File: config.mk
export PLATFORM = sky130hd
export DESIGN_NAME = eic_top
export DESIGN_NICKNAME = d
export VERILOG_FILES = /design/src/eic_pkg.sv /design/src/eic_edge_detect.sv /design/src/eic_top.sv
export SDC_FILE = /design/constraint.sdc
export NUM_CORES = 1
export LEC_CHECK = 0
export BUFFER_PORTS_ARGS = -buffer_cell sky130_fd_sc_hd__buf_4
export CORE_MARGIN = 2
export CORE_UTILIZATION = 52
export DETAILED_ROUTE_END_ITERATION = 6
export MAX_ROUTING_LAYER = met4
export PLACE_DENSITY = 0.79
export SKIP_CTS_REPAIR_TIMING = 1
export SLEW_MARGIN = 15
export SYNTH_ARGS = -nofsm -noshare
export SYNTH_HDL_FRONTEND = slang
export SYNTH_SLANG_ARGS = --single-unit
File: constraint.sdc
create_clock -name clock -period 1.6 [get_ports clock]
set_input_delay 0 -clock clock [delete_from_list [all_inputs] [get_ports clock]]
set_output_delay 0 -clock clock [all_outputs]
set_load 0.05 [all_outputs]
File: src/eic_pkg.sv
// eic_pkg: offsets, field positions, reset values for the external irq pair
// assumes: one 8-bit register port; control and peripheral flags byte-wide, polarity, status and mask 2 bits
package eic_pkg;
  // ----------------------------------------------------------------------
  // register offsets
  // ----------------------------------------------------------------------
  localparam logic [3:0] CTRL_OFS = 4'h0;
  localparam logic [3:0] POLARITY_OFS = 4'h1;
  localparam logic [3:0] STATUS_OFS = 4'h2;
  localparam logic [3:0] MASK_OFS = 4'h3;
  localparam logic [3:0] PERIPH_FIRST_OFS = 4'h4;
  localparam logic [3:0] PERIPH_SECOND_OFS = 4'h5;
  // ----------------------------------------------------------------------
  // control register fields
  // ----------------------------------------------------------------------
  localparam int PIN_TWO_PRIORITY_BIT = 7;
  localparam int PIN_ONE_PRIORITY_BIT = 6;
  localparam int PIN_TWO_ENABLE_BIT = 4;
  localparam int PIN_ONE_ENABLE_BIT = 3;
  localparam int PIN_TWO_FLAG_BIT = 1;
  localparam int PIN_ONE_FLAG_BIT = 0;
  localparam logic [7:0] CTRL_WMASK = 8'hdb;
  localparam logic [7:0] CTRL_RESET = 8'hc0;
  // ----------------------------------------------------------------------
  // polarity register fields
  // ----------------------------------------------------------------------
  localparam int PIN_ONE_POL_BIT = 0;
  localparam int PIN_TWO_POL_BIT = 1;
  localparam logic [1:0] POLARITY_RESET = 2'h0;
  // ----------------------------------------------------------------------
  // status register: bit 0 pin one edge, bit 1 pin two edge
  // ----------------------------------------------------------------------
  localparam int STATUS_W = 2;
  localparam logic [1:0] STATUS_RESET = 2'h0;
  localparam logic [1:0] MASK_RESET = 2'h0;
  localparam logic [7:0] PERIPH_RESET = 8'h00;
endpackage

File: src/eic_edge_detect.sv
// eic_edge_detect: per-pin edge detector with polarity select
// assumes: pins already synchronous to clock
`timescale 1ns/1ps
`default_nettype none
module eic_edge_detect (
  input wire logic clock,
  input wire logic rst_n,
  input wire logic [1:0] pin,
  input wire logic [1:0] rising,
  output logic [1:0] edge_hit
);
  logic [1:0] prev_q;

  always_ff @(posedge clock) begin
    if (!rst_n) begin
      prev_q <= 2'h0;
    end else begin
      prev_q <= pin;
    end
  end

  // ----------------------------------------------------------------------
  // edge select per pin
  // ----------------------------------------------------------------------
  for (genvar i = 0; i < 2; i++) begin : g_pin
    // first cycle after reset sees prev low, so a high pin gives a rise
    assign edge_hit[i] = rising[i] ? (pin[i] & ~prev_q[i])
                                   : (~pin[i] & prev_q[i]); // see (RQ9)
  end
endmodule
`default_nettype wire

File: src/eic_top.sv
// eic_top: control, flags and interrupt output for two external irq pins
// assumes: synchronous pins, single clock, register port with 1-cycle read
//
// How it works
// (RQ1) control bit 7 holds pin two priority, 1 high, 0 low
// (RQ2) control bit 6 holds pin one priority, 1 high, 0 low
// (RQ3) control bit 4 enables pin two interrupt
// (RQ4) control bit 3 enables pin one interrupt
// (RQ5) flags at bits 1 and 0 set on event, cleared by writing zero
// (RQ6) flags set regardless of individual or global enable
// (RQ7) software should clear flags before enabling and after servicing
// (RQ8) peripheral flags live in two separate request flag registers
// (RQ9) per-pin polarity bit picks rising (1) or falling (0) edge
// (RQ10) bits 5 and 2 read zero, writes ignored; priorities reset to one
//
// Added by the designer: the register offsets and the strobed register port.
`timescale 1ns/1ps
`default_nettype none
module eic_top (
  input wire logic clock,
  input wire logic rst_n,
  input wire logic ext_irq_pin_one,
  input wire logic ext_irq_pin_two,
  input wire logic global_irq_enable,
  input wire logic [7:0] periph_set_first,
  input wire logic [7:0] periph_set_second,
  input wire logic [3:0] addr,
  input wire logic [7:0] wdata,
  input wire logic wr_en,
  input wire logic rd_en,
  output logic [7:0] rdata,
  output logic pin_one_request,
  output logic pin_two_request,
  output logic pin_one_high_prio,
  output logic pin_two_high_prio,
  output logic irq
);
  logic [7:0] ctrl_q;
  logic [1:0] polarity_q;
  logic [1:0] status_q;
  logic [1:0] mask_q;
  logic [7:0] periph_flags_first_q;
  logic [7:0] periph_flags_second_q;
  logic [1:0] edge_hit;
  logic [7:0] rdata_q;
  logic pin_one_request_q;
  logic pin_two_request_q;
  logic irq_q;
  logic ctrl_wr;
  logic [7:0] ctrl_d;
  logic [7:0] rmux;

  assign ctrl_wr = wr_en && (addr == eic_pkg::CTRL_OFS);

  // ----------------------------------------------------------------------
  // edge detection
  // ----------------------------------------------------------------------
  eic_edge_detect u_edge (
    .clock(clock),
    .rst_n(rst_n),
    .pin({ext_irq_pin_two, ext_irq_pin_one}),
    .rising({polarity_q[eic_pkg::PIN_TWO_POL_BIT],
             polarity_q[eic_pkg::PIN_ONE_POL_BIT]}),
    .edge_hit(edge_hit)
  );

  // ----------------------------------------------------------------------
  // control register
  // ----------------------------------------------------------------------
  always_comb begin
    ctrl_d = ctrl_q;
    if (ctrl_wr) begin
      // unimplemented bits stay zero through the write mask
      ctrl_d = wdata & eic_pkg::CTRL_WMASK; // see (RQ10)
      // a one written to a flag cannot set it; software only clears
      ctrl_d[eic_pkg::PIN_ONE_FLAG_BIT] =
        wdata[eic_pkg::PIN_ONE_FLAG_BIT] &
        ctrl_q[eic_pkg::PIN_ONE_FLAG_BIT]; // see (RQ5)
      ctrl_d[eic_pkg::PIN_TWO_FLAG_BIT] =
        wdata[eic_pkg::PIN_TWO_FLAG_BIT] &
        ctrl_q[eic_pkg::PIN_TWO_FLAG_BIT]; // see (RQ5)
    end
    // event wins over a same-cycle clear; enables are not consulted
    if (edge_hit[0]) begin
      ctrl_d[eic_pkg::PIN_ONE_FLAG_BIT] = 1'b1; // see (RQ6)
    end
    if (edge_hit[1]) begin
      ctrl_d[eic_pkg::PIN_TWO_FLAG_BIT] = 1'b1; // see (RQ6)
    end
  end

  always_ff @(posedge clock) begin
    if (!rst_n) begin
      ctrl_q <= eic_pkg::CTRL_RESET; // see (RQ10)
    end else begin
      ctrl_q <= ctrl_d; // see (RQ1) (RQ2) (RQ3) (RQ4)
    end
  end

  // ----------------------------------------------------------------------
  // polarity register
  // ----------------------------------------------------------------------
  always_ff @(posedge clock) begin
    if (!rst_n) begin
      polarity_q <= eic_pkg::POLARITY_RESET;
    end else if (wr_en && addr == eic_pkg::POLARITY_OFS) begin
      polarity_q <= wdata[1:0]; // see (RQ9)
    end
  end

  // ----------------------------------------------------------------------
  // sticky status, write one to clear, set wins
  // ----------------------------------------------------------------------
  always_ff @(posedge clock) begin
    if (!rst_n) begin
      status_q <= eic_pkg::STATUS_RESET;
    end else if (wr_en && addr == eic_pkg::STATUS_OFS) begin
      status_q <= (status_q & ~wdata[1:0]) | edge_hit;
    end else begin
      status_q <= status_q | edge_hit;
    end
  end

  always_ff @(posedge clock) begin
    if (!rst_n) begin
      mask_q <= eic_pkg::MASK_RESET;
    end else if (wr_en && addr == eic_pkg::MASK_OFS) begin
      mask_q <= wdata[1:0];
    end
  end

  // ----------------------------------------------------------------------
  // peripheral request flag registers, set by sources, cleared by zero
  // ----------------------------------------------------------------------
  always_ff @(posedge clock) begin
    if (!rst_n) begin
      periph_flags_first_q <= eic_pkg::PERIPH_RESET;
    end else if (wr_en && addr == eic_pkg::PERIPH_FIRST_OFS) begin
      periph_flags_first_q <= (periph_flags_first_q & wdata) |
                              periph_set_first; // see (RQ8)
    end else begin
      periph_flags_first_q <= periph_flags_first_q | periph_set_first;
    end
  end

  always_ff @(posedge clock) begin
    if (!rst_n) begin
      periph_flags_second_q <= eic_pkg::PERIPH_RESET;
    end else if (wr_en && addr == eic_pkg::PERIPH_SECOND_OFS) begin
      periph_flags_second_q <= (periph_flags_second_q & wdata) |
                               periph_set_second; // see (RQ8)
    end else begin
      periph_flags_second_q <= periph_flags_second_q | periph_set_second;
    end
  end

  // ----------------------------------------------------------------------
  // read port, data in the cycle after the strobe
  // ----------------------------------------------------------------------
  always_comb begin
    unique case (addr)
      eic_pkg::CTRL_OFS: rmux = ctrl_q;
      eic_pkg::POLARITY_OFS: rmux = {6'h00, polarity_q};
      eic_pkg::STATUS_OFS: rmux = {6'h00, status_q};
      eic_pkg::MASK_OFS: rmux = {6'h00, mask_q};
      eic_pkg::PERIPH_FIRST_OFS: rmux = periph_flags_first_q;
      eic_pkg::PERIPH_SECOND_OFS: rmux = periph_flags_second_q;
      default: rmux = 8'h00;
    endcase
  end

  always_ff @(posedge clock) begin
    if (!rst_n) begin
      rdata_q <= 8'h00;
    end else if (rd_en) begin
      rdata_q <= rmux;
    end else begin
      rdata_q <= 8'h00;
    end
  end

  // ----------------------------------------------------------------------
  // requests and interrupt output
  // ----------------------------------------------------------------------
  // requests gated by enable and global enable; the flag alone never asks
  always_ff @(posedge clock) begin
    if (!rst_n) begin
      pin_one_request_q <= 1'b0;
      pin_two_request_q <= 1'b0;
    end else begin
      pin_one_request_q <= global_irq_enable &
        ctrl_d[eic_pkg::PIN_ONE_ENABLE_BIT] &
        ctrl_d[eic_pkg::PIN_ONE_FLAG_BIT]; // see (RQ4)
      pin_two_request_q <= global_irq_enable &
        ctrl_d[eic_pkg::PIN_TWO_ENABLE_BIT] &
        ctrl_d[eic_pkg::PIN_TWO_FLAG_BIT]; // see (RQ3)
    end
  end

  always_ff @(posedge clock) begin
    if (!rst_n) begin
      irq_q <= 1'b0;
    end else begin
      irq_q <= |(status_q & mask_q);
    end
  end

  assign rdata = rdata_q;
  assign pin_one_request = pin_one_request_q;
  assign pin_two_request = pin_two_request_q;
  assign pin_one_high_prio = ctrl_q[eic_pkg::PIN_ONE_PRIORITY_BIT]; // see (RQ2)
  assign pin_two_high_prio = ctrl_q[eic_pkg::PIN_TWO_PRIORITY_BIT]; // see (RQ1)
  assign irq = irq_q;
endmodule
`default_nettype wire

# Yosys cells after proc, flatten, opt, wreduce, memory -nomap -nowiden
# Cells that the tools add are included.
# word_totals
regBits	41
inputBits	35
output_inout_bits	13
word_cells	60
# op_classes
n_eq_ne	5
muxes	9
bitwise	25
reduce_logical	9
# ops
operator	n
case mux 8 bit (6 select lines)	1
OR 8 bit	4
AND 8 bit	2
two-way mux 8 bit	2
AND 1 bit	10
equality test 4 x 2 -> 1 bit (second input constant)	2
equality test 4 x 3 -> 1 bit (second input constant)	2
logical AND 1 bit	6
two-way mux 5 bit	1
AND 2 bit	2
equality test 4 x 1 -> 1 bit (second input constant)	1
zero test 4 bit	1
two-way mux 1 bit	4
NOT 1 bit	4
OR 2 bit	2
two-way mux 2 bit	1
NOT 2 bit	1
AND reduction 2 bit	1
OR reduction 2 bit	1

# Longest topological paths before layout
# Gate-level depths: netlist (run 1).
# logic_depth
depth_word	5
ltp_mapped	5
ltp_nobuf	3

# Modules after synthesis
# Synthesis (run 1) repeated with hierarchy kept, for this count alone.
# unflattened
cells_unflattened	175
hier_area_um2	1680.4
# modules_own_cells
module	n_inst	cells_each	area_each_um2	seq_area_each_um2
eic_top	1	165	1580.3	780.7
eic_edge_detect	1	10	100.1	40.0

# Least setup slack after synthesis (run 1)
# OpenSTA, ideal clock, no wires.
# synth_path
path_type	register to register
start	register ctrl_q[7]
end	register rdata_q[7] (netlist: rdata[7])
setup_ns	0.125
arrival_ns	0.976
required_ns	1.475
slack_ns	0.499
stages_incl_launch_ff	4
n_path_buf	0
synth_period_minus_slack_ns	1.101
path_cell_list	dfxtp_1 -> mux2_2 -> a22oi_1 -> nor2_1
# synth_via
elab_chain_cells	1
# synth_lines
element	line	rtl
start, declared	eic_top.sv:38	logic [7:0] ctrl_q;
start signal, assigned	eic_top.sv:94	ctrl_q <= eic_pkg::CTRL_RESET;
start signal, assigned	eic_top.sv:96	ctrl_q <= ctrl_d;
case mux 8 bit (6 select lines)	eic_top.sv:161	unique case (addr)
end signal, assigned	eic_top.sv:176	rdata_q <= rmux;
end, declared	eic_top.sv:45	logic [7:0] rdata_q;
# Every way passes these cells.
# A chain may end at the register's enable or synchronous reset.

# Worst setup path in the final report (run 1)
# layout_path
start	input port addr[2]
end	register ctrl_q[6]
# layout_via
elab_chain_cells	2
# layout_lines
element	line	rtl
start, declared	eic_top.sv:27	input wire logic [3:0] addr,
zero test 4 bit	eic_top.sv:53	assign ctrl_wr = wr_en && (addr == eic_pkg::CTRL_OFS);
logical AND 1 bit	eic_top.sv:53	
# Every way passes these cells.

==> impl_metrics.json, run 1 <==
{
  "status": "completed",
  "die-area_um2": 4026,
  "cts_buffers": 5,
  "grtUsageTotal": 0.2426,
  "slew_headroom": 0.5482,
  "io_buffers": 47,
  "power_w": 0.001965,
  "syn_avg_cell_area_um2": 9.725,
  "async_reset_ff_frac": 0,
  "grt_pass1_wl_um": 7314,
  "maxSlewViolCount": 0,
  "die_w_um": 63.45,
  "num_rows": 21,
  "grt_max_degree": 31,
  "cp-end-kind": "flop",
  "dr.first_iter.drc_count": 127,
  "vias_per_cell": 5.533,
  "yosys_most_used_dff": "dfxtp_1",
  "synth-edff-count": 0,
  "finalNetCount": 294,
  "routed_wl_um": 4940,
  "yosysSeqAreaShare": 0.4466,
  "synth.distinct_cells": 36,
  "holdCritPathClass": "in2reg",
  "synth.most_common_cell": "dfxtp_1",
  "drt.antenna.violating_nets": 0,
  "ys_ff_latch": 41,
  "syn_nets": 224,
  "root_buffer": "clkbuf_4",
  "pin_count": 48,
  "clk_pin_slew_ps": 130,
  "critical_path_class": "in2reg",
  "syn-instance-count": 189,
  "vdd_drop_max_mv": 0.6088,
  "synth_warnings": 0,
  "required_ps": 1870,
  "first_global_vias": 1551,
  "hold_violations": 0,
  "fmaxAchievable_mhz": 737.5,
  "setup_tns_ps": 0,
  "dp_hpwl_um": 3138,
  "yosys.area.top_type_share": 0.4466,
  "gp_congestion": 0.8595,
  "vias": 1693,
  "clock_latency_ps": 360,
  "holdPathStages": 2,
  "clkSinkCount": 41,
  "synthTopCellsByArea": "dfxtp_1 (45%), a21boi_0 (6.5%), o21a_1 (6.5%)",
  "worstPathMaxFanout": 16,
  "drc": 0,
  "drive_gt1_frac": 0.2615,
  "die_h_um": 63.45,
  "timing.final.crit_share": 0.8475,
  "finalSetupViolations": 0,
  "synth_area_um2": 1838,
  "antenna_found_initial": 0,
  "power_density_nw_per_um2": 778.9,
  "cts.path.max_buffers": 2,
  "critPathLaunchType": "input pin",
  "synth_common_cells": "dfxtp_1 (41), a21boi_0 (16), o21a_1 (16)",
  "synth_largest_area_cell": "dfxtp_1",
  "cts_max_level": 2,
  "wl_per_cell_um": 16.14,
  "firstDrtPassIters": 4,
  "antenna_cells": 0,
  "start_util": 0.5465,
  "p_leak_nw": 0.9979,
  "cts_tree": "yes",
  "coreArea_um2": 3363,
  "finClkSkew_ps": 15.66,
  "syn2layout_area_growth_pct": 37.24,
  "reg2regPathDepth": 3,
  "dpl-instance-area_um2": 2187,
  "min_period_ps": 1356,
  "cp_data_arrival_time_ps": 1620,
  "rsz0062_at_grt": "no",
  "max_slew.worst_pin.slew_ps": 672.5,
  "final_cell_area_um2": 2522,
  "grt_overflow": 0,
  "cap_violations": 0
}
## worst paths after layout
check | startpoint | end | slack, ps
worst max register to register | ctrl_q[7] | ctrl_q[7] | 420
worst max-delay path | addr[2] | ctrl_q[6] | 240
worst min-delay path | rst_n | periph_flags_first_q[7] | 30
worst min register to register | mask_q[0] | mask_q[0] | 490
## cell usage in the layout (no fill, tap or decap), types with 5 or more instances in the layout
cell and instances:
a21boi_0 16, a21oi_1 9, a22oi_1 8, buf_4 48, clkbuf_4 5, dfxtp_1 41, dlygate4sd3_1 27, mux2_2 6
nand2_1 8, nand3_1 9, nor2_1 8, nor2b_1 12, o21a_1 16, o21ai_0 8
## report_power, final
| part | internal (W) | switching (W) | leakage (nW) |
|---|---|---|---|
| clock | 0.000214 | 0.000348 | 0.0382 |
| sequential | 0.00106 | 0.0000230 | 0.337 |
| combinational | 0.000174 | 0.000143 | 0.623 |
| total | 0.00145 | 0.000514 | 0.998 |
## registers in the layout, indices dropped and copies added (netlist names)
register and flops:
pin_two_request 1, rdata 8, pin_one_request 1, periph_flags_second_q 8, polarity_q 2, status_q 2, periph_flags_first_q 8, irq 1
mask_q 2, u_edge.prev_q 2, ctrl_q 6
## metrics by stage
stage	hold WS, ps	cells	setup WS (ps)	util
after global routing	15.88	306	225.7	0.7500
after floorplan	118.4	189	499.3	-
after CTS	-173.1	279	547.5	0.6696
final	29.34	306	244.1	0.7500
after detailed placement	209.7	271	303.9	0.6503
after global placement	208.5	271	357.1	0.6503
## logic make-up (layout without fill, tap and decap cells)
logic type | Yosys count | in the layout | synth area share
mux | 8 | 8 | 0.04765
buf+inv | 15 | 86 | 0.04356
simple gates | 58 | 58 | 0.1967
flops | 41 | 41 | 0.4466
compound gates | 67 | 67 | 0.2655
## per-layer routing
layer / part of all wire / vias up / wire [µm] / GRT usage
met5: 0 / - / 0 / -
met4: 0.025 / 0 / 125 / 0.08967
met3: 0.051 / 15 / 251 / 0.06250
met2: 0.50 / 61 / 2460 / 0.3934
met1: 0.43 / 798 / 2103 / 0.2907
li1: - / 819 / - / -
## worst max-delay path, stage by stage
cell and delay (ps):
buf_4 180, or3b_1 550, o21ai_0 230, nand3_1 80, dlygate4sd3_1 570
## cell type report
type | instances | area, µm²
clock buffers | 6 | 51.30
repair buffers | 75 | 630.6
fillers | 248 | 840.8
flip-flops and latches | 41 | 820.8
well taps | 46 | 57.56
inverters | 3 | 11.26
multi-input cells | 133 | 937.1
clock inverters | 2 | 13.76
Power figures use the tool's default switching activity.
==> run 2, diff against run 1 <==
Settings changed: CORE_UTILIZATION 52 to 47, PLACE_DENSITY 0.79 to 0.75.
Clock period 1.6 ns to 1.24 ns, I/O delays scaled along.
==> run 2 against run 1 <==
Against the previous run: global-route usage is 2.7 points lower; sequential cell count stayed put; combinational power rose by 30%; the flow now finishes with violations (negative hold slack); clock power grew 50%; hold slack worse by 43 ps; sequential power increased by 28%; non-clock buffer count grew 4; final area rose by 1.5%; register-to-register slack lost 210 ps; critical path type unchanged; setup slack got worse by 39 ps.
==> impl_metrics.json, run 2 (synthesized netlist as in run 1, its figures left out) <==
{
  "multiInputGateArea_um2": 937.1,
  "grt.met2_usage": 0.3300,
  "vias_per_cell": 5.340,
  "cts_buffers": 5,
  "clk_pin_slew_ps": 70,
  "critical_path_class": "in2reg",
  "power_w": 0.002652,
  "clkSinkCount": 41,
  "p_leak_nw": 1.033,
  "critPathLaunchType": "input pin",
  "firstDrtPassIters": 4,
  "gp_congestion": 0.8284,
  "violations": "negative hold slack",
  "die_h_um": 66.54,
  "met3_usage": 0.04223,
  "cts_max_level": 2,
  "drc": 0,
  "fin_ws_ps": 205.0,
  "io_buffers": 47,
  "setup_tns_ps": 0,
  "antenna_found_initial": 0,
  "clock_latency_ps": 300,
  "min_period_ps": 1035,
  "cts.path.max_buffers": 2,
  "rsz0062_at_grt": "no",
  "grt_max_degree": 17,
  "dp_hpwl_um": 3077,
  "drive_gt1_frac": 0.2879,
  "routed_wl_um": 4461,
  "finClkSkew_ps": 2.284,
  "dr.first_iter.drc_count": 71,
  "grtUsageTotal": 0.2152,
  "required_ps": 1410,
  "status": "finished with violations",
  "antenna_cells": 0,
  "cap_violations": 0,
  "max_stage_delay_ps": 550,
  "cp-end-kind": "flop",
  "worstPathMaxFanout": 3,
  "max_slew.worst_pin.slew_ps": 400.2,
  "regArea_um2": 820.8,
  "first_global_vias": 1511,
  "use_met1": 0.2711,
  "pre_cts_slack_ps": 13.58,
  "crit_slowest_cell": "dlygate4sd3_1",
  "maxSlewViolCount": 0,
  "final_cell_mix": "buf_4 (57), dfxtp_1 (41), dlygate4sd3_1 (22)",
  "drt.antenna.violating_nets": 0,
  "die_w_um": 66.54,
  "finalSetupViolations": 0,
  "wl_per_cell_um": 14.30,
  "fmaxAchievable_mhz": 966.2,
  "syn2layout_area_growth_pct": 39.28,
  "slew_headroom": 0.7332,
  "grt_pass1_wl_um": 6920,
  "vias": 1666,
  "coreArea_um2": 3716,
  "holdCritPathClass": "in2reg",
  "vdd_drop_max_mv": 0.8929,
  "timing.final.crit_share": 0.8347,
  "start_util": 0.4946,
  "busiest_layer": "met2",
  "num_rows": 22,
  "finalNetCount": 298,
  "timing.hold.ws_ps": -13.36,
  "die-area_um2": 4427,
  "pin_count": 48,
  "hold_violations": 1,
  "cts_tree": "yes",
  "root_buffer": "clkbuf_8",
  "layout_commonest_cell": "buf_4",
  "power_density_nw_per_um2": 1036,
  "cp_data_arrival_time_ps": 1210,
  "path_cells": "dlygate4sd3_1 > buf_4 > nor2b_1 > a21oi_1 > a22oi_1",
  "grt_overflow": 0,
  "fillers": 311
}
-- run 2: cell types whose count changed in the layout (fill, tap and decap cells not counted) --
cell | previous run | this run
clkbuf_8 | 1 | 5
clkbuf_4 | 5 | 0
dlygate4sd3_1 | 27 | 22
clkinv_2 | 1 | 2
clkinv_4 | 1 | 0
clkbuf_1 | 0 | 1
buf_4 | 48 | 57
-- run 2: cell type report --
cell class | instances | share of cell area
Clock inverter | 2 | 0.003910
Timing Repair Buffer | 79 | 0.2532
Tap cell | 48 | 0.02346
Multi-Input combinational cell | 133 | 0.3661
Inverter | 3 | 0.004399
Sequential cell | 41 | 0.3206
Clock buffer | 6 | 0.02835
-- run 2: per-layer routing --
| metal | wire [µm] | part of all wire | vias up |
|---|---|---|---|
| met2 | 2217 | 0.50 | 52 |
| met3 | 208 | 0.047 | 10 |
| met1 | 1944 | 0.44 | 775 |
| li1 | - | - | 829 |
| met4 | 91 | 0.020 | 0 |
| met5 | 0 | 0 | - |
-- run 2: power by group --
| part | internal [W] | total [W] | switching (W) |
|---|---|---|---|
| Clock | 0.000390 | 0.000844 | 0.000454 |
| Combinational | 0.000233 | 0.000411 | 0.000178 |
| Sequential | 0.00137 | 0.00140 | 0.0000271 |
| Total | 0.00199 | 0.00265 | 0.000660 |
-- run 2: through the flow --
step                      area, µm²  cells    util
after floorplan                1838    189       -
after global placement         2257    282  0.6074
after detailed placement       2257    282  0.6074
after CTS                      2340    290  0.6296
after global routing           2560    312  0.6889
final                          2560    312  0.6889
-- run 2: worst paths after layout --
| path | from | end | slack [ps] | cells past startpoint |
|---|---|---|---|---|
| max | ext_irq_pin_one | pin_one_request | 210 | 5 |
| min | wdata[4] | ctrl_q[4] | -10 | 3 |
| max reg2reg | mask_q[0] | rdata[0] | 210 | 3 |
| min reg2reg | periph_flags_second_q[0] | rdata[0] | 480 | 2 |
-- run 2: critical path, delay by kind of cell --
family          cells  cell delay (ps)
simple gates        1              120
compound gates      2              390
buf+inv             2              690
==> run 3, diff against run 2 <==
Settings changed: CORE_UTILIZATION 47 to 52, PLACE_DENSITY 0.75 to 0.79.
Clock period 1.24 ns to 1 ns, I/O delays scaled along.
==> run 3 against run 2 <==
Against the previous run: the flow finishes with violations (negative setup slack); combinational power rose by 37%; register-to-register slack got worse by 210 ps; via count rose by 6.6%.
==> impl_metrics.json, run 3 (synthesized netlist as in run 1, its figures left out) <==
{
  "status": "finished with violations",
  "violations": "negative setup slack",
  "hold_violations": 0,
  "fin_ws_ps": -2.482,
  "routed_wl_um": 4957,
  "cp_data_arrival_time_ps": 1240,
  "fillers": 220,
  "grt_overflow": 0,
  "coreArea_um2": 3363,
  "holdCritPathClass": "in2reg",
  "slew_headroom": 0.7722,
  "final_cell_area_um2": 2715,
  "drt.antenna.violating_nets": 0,
  "post-route-util": 0.8073,
  "wl_per_cell_um": 15.35,
  "fmaxAchievable_mhz": 997.5,
  "cts_tree": "yes",
  "finalNetCount": 311,
  "rsz0062_at_grt": "yes",
  "required_ps": 1240,
  "dr.first_iter.drc_count": 133,
  "fin_cells": 323,
  "dpl-instance-area_um2": 2302,
  "clkSinkCount": 41,
  "die_w_um": 63.45,
  "critPathLaunchType": "flop",
  "layout_commonest_cell": "buf_4",
  "setup_tns_ps": -2.482,
  "gp_congestion": 0.9261,
  "power_density_nw_per_um2": 1189,
  "cp-end-kind": "flop",
  "die-area_um2": 4026,
  "antenna_found_initial": 0,
  "timing.hold.ws_ps": 0.2407,
  "drive_gt1_frac": 0.3610,
  "path_buf_inv": 0,
  "p_leak_nw": 1.114,
  "max_stage_delay_ps": 340,
  "first_global_vias": 1638,
  "critical_path_class": "reg2reg",
  "timing.final.crit_share": 1.002,
  "final_cell_mix": "buf_4 (64), dfxtp_1 (32), dlygate4sd3_1 (28)",
  "clk_pin_slew_ps": 120,
  "critPathTopFamily": "flip-flops",
  "vias": 1776,
  "min_period_ps": 1002,
  "cap_violations": 0,
  "path_cells": "mux2_4 > a32oi_2 > a31oi_1",
  "finClkSkew_ps": 10.52,
  "grt_pass1_wl_um": 7659,
  "multiInputGateArea_um2": 983.4,
  "dp_hpwl_um": 3358,
  "finalSetupViolations": 1,
  "pin_count": 48,
  "io_buffers": 47,
  "placed_cells": 286,
  "root_buffer": "clkbuf_4",
  "max_slew.worst_pin.slew_ps": 341.1,
  "num_rows": 21,
  "cts_buffers": 5,
  "syn2layout_area_growth_pct": 47.72,
  "maxSlewViolCount": 0,
  "cts_max_level": 2,
  "drc": 0,
  "cts.path.max_buffers": 2,
  "worstPathMaxFanout": 3,
  "start_util": 0.5465,
  "regArea_um2": 832.0,
  "antenna_cells": 0,
  "vdd_drop_max_mv": 0.9507,
  "vias_per_cell": 5.498,
  "crit_slowest_cell": "dfxtp_2",
  "firstDrtPassIters": 4,
  "die_h_um": 63.45,
  "grt_max_degree": 19,
  "grtUsageTotal": 0.2508,
  "clock_latency_ps": 350
}
## run 3: cell count changes in the layout (fill, tap and decap cells not counted), sizes merged
| cell | delta |
|---|---|
| clkinv | -1 |
| dlygate4sd3 | +6 |
| buf | +7 |
| clkbuf | +1 |
## run 3: worst paths after layout
kind,to,start,slack (ps),depth (start not counted)
worst max-delay path,rdata[1],status_q[1],-2,3
worst min register to register,mask_q[1],mask_q[1],480,2
worst max register to register,rdata[1],status_q[1],-2,3
worst min-delay path,ctrl_q[4],rst_n,0.2,3
## run 3: final cells by class
| cell class | count | share of cell area |
|---|---|---|
| clock buffer | 7 | 0.02396 |
| timing repair buffer | 92 | 0.2802 |
| inverter | 3 | 0.004147 |
| sequential | 41 | 0.3065 |
| tap | 46 | 0.02120 |
| clock inverter | 1 | 0.001843 |
| multi-input combinational | 133 | 0.3622 |
## run 3: metal layers
metal / wire length [µm] / vias up / global-route usage
met2: 2616 / 73 / 0.4105
met1: 1944 / 840 / 0.3054
li1: - / 857 / -
met3: 347 / 6 / 0.06250
met4: 48 / 0 / 0.07609
met5: 0 / - / -
## run 3: through the flow
step / setup WS [ps] / power [W]
2_1_floorplan: -80.41 / 0.002026
3_3_place_gp: -173.9 / 0.002205
3_5_place_dp: -257.5 / 0.002224
4_1_cts: -61.22 / 0.003148
5_1_grt: -35.51 / 0.003388
6_report: -2.482 / 0.003228
## run 3: worst min-delay path, cell delays in order
cell      delay [ps]
buf_4            130
o211ai_1         120
nand2_1           70
## run 3: power by group
| part | switching (W) | internal (W) |
|---|---|---|
| clock network | 0.000519 | 0.000408 |
| logic | 0.000241 | 0.000321 |
| registers | 0.0000374 | 0.00170 |
| total | 0.000797 | 0.00243 |
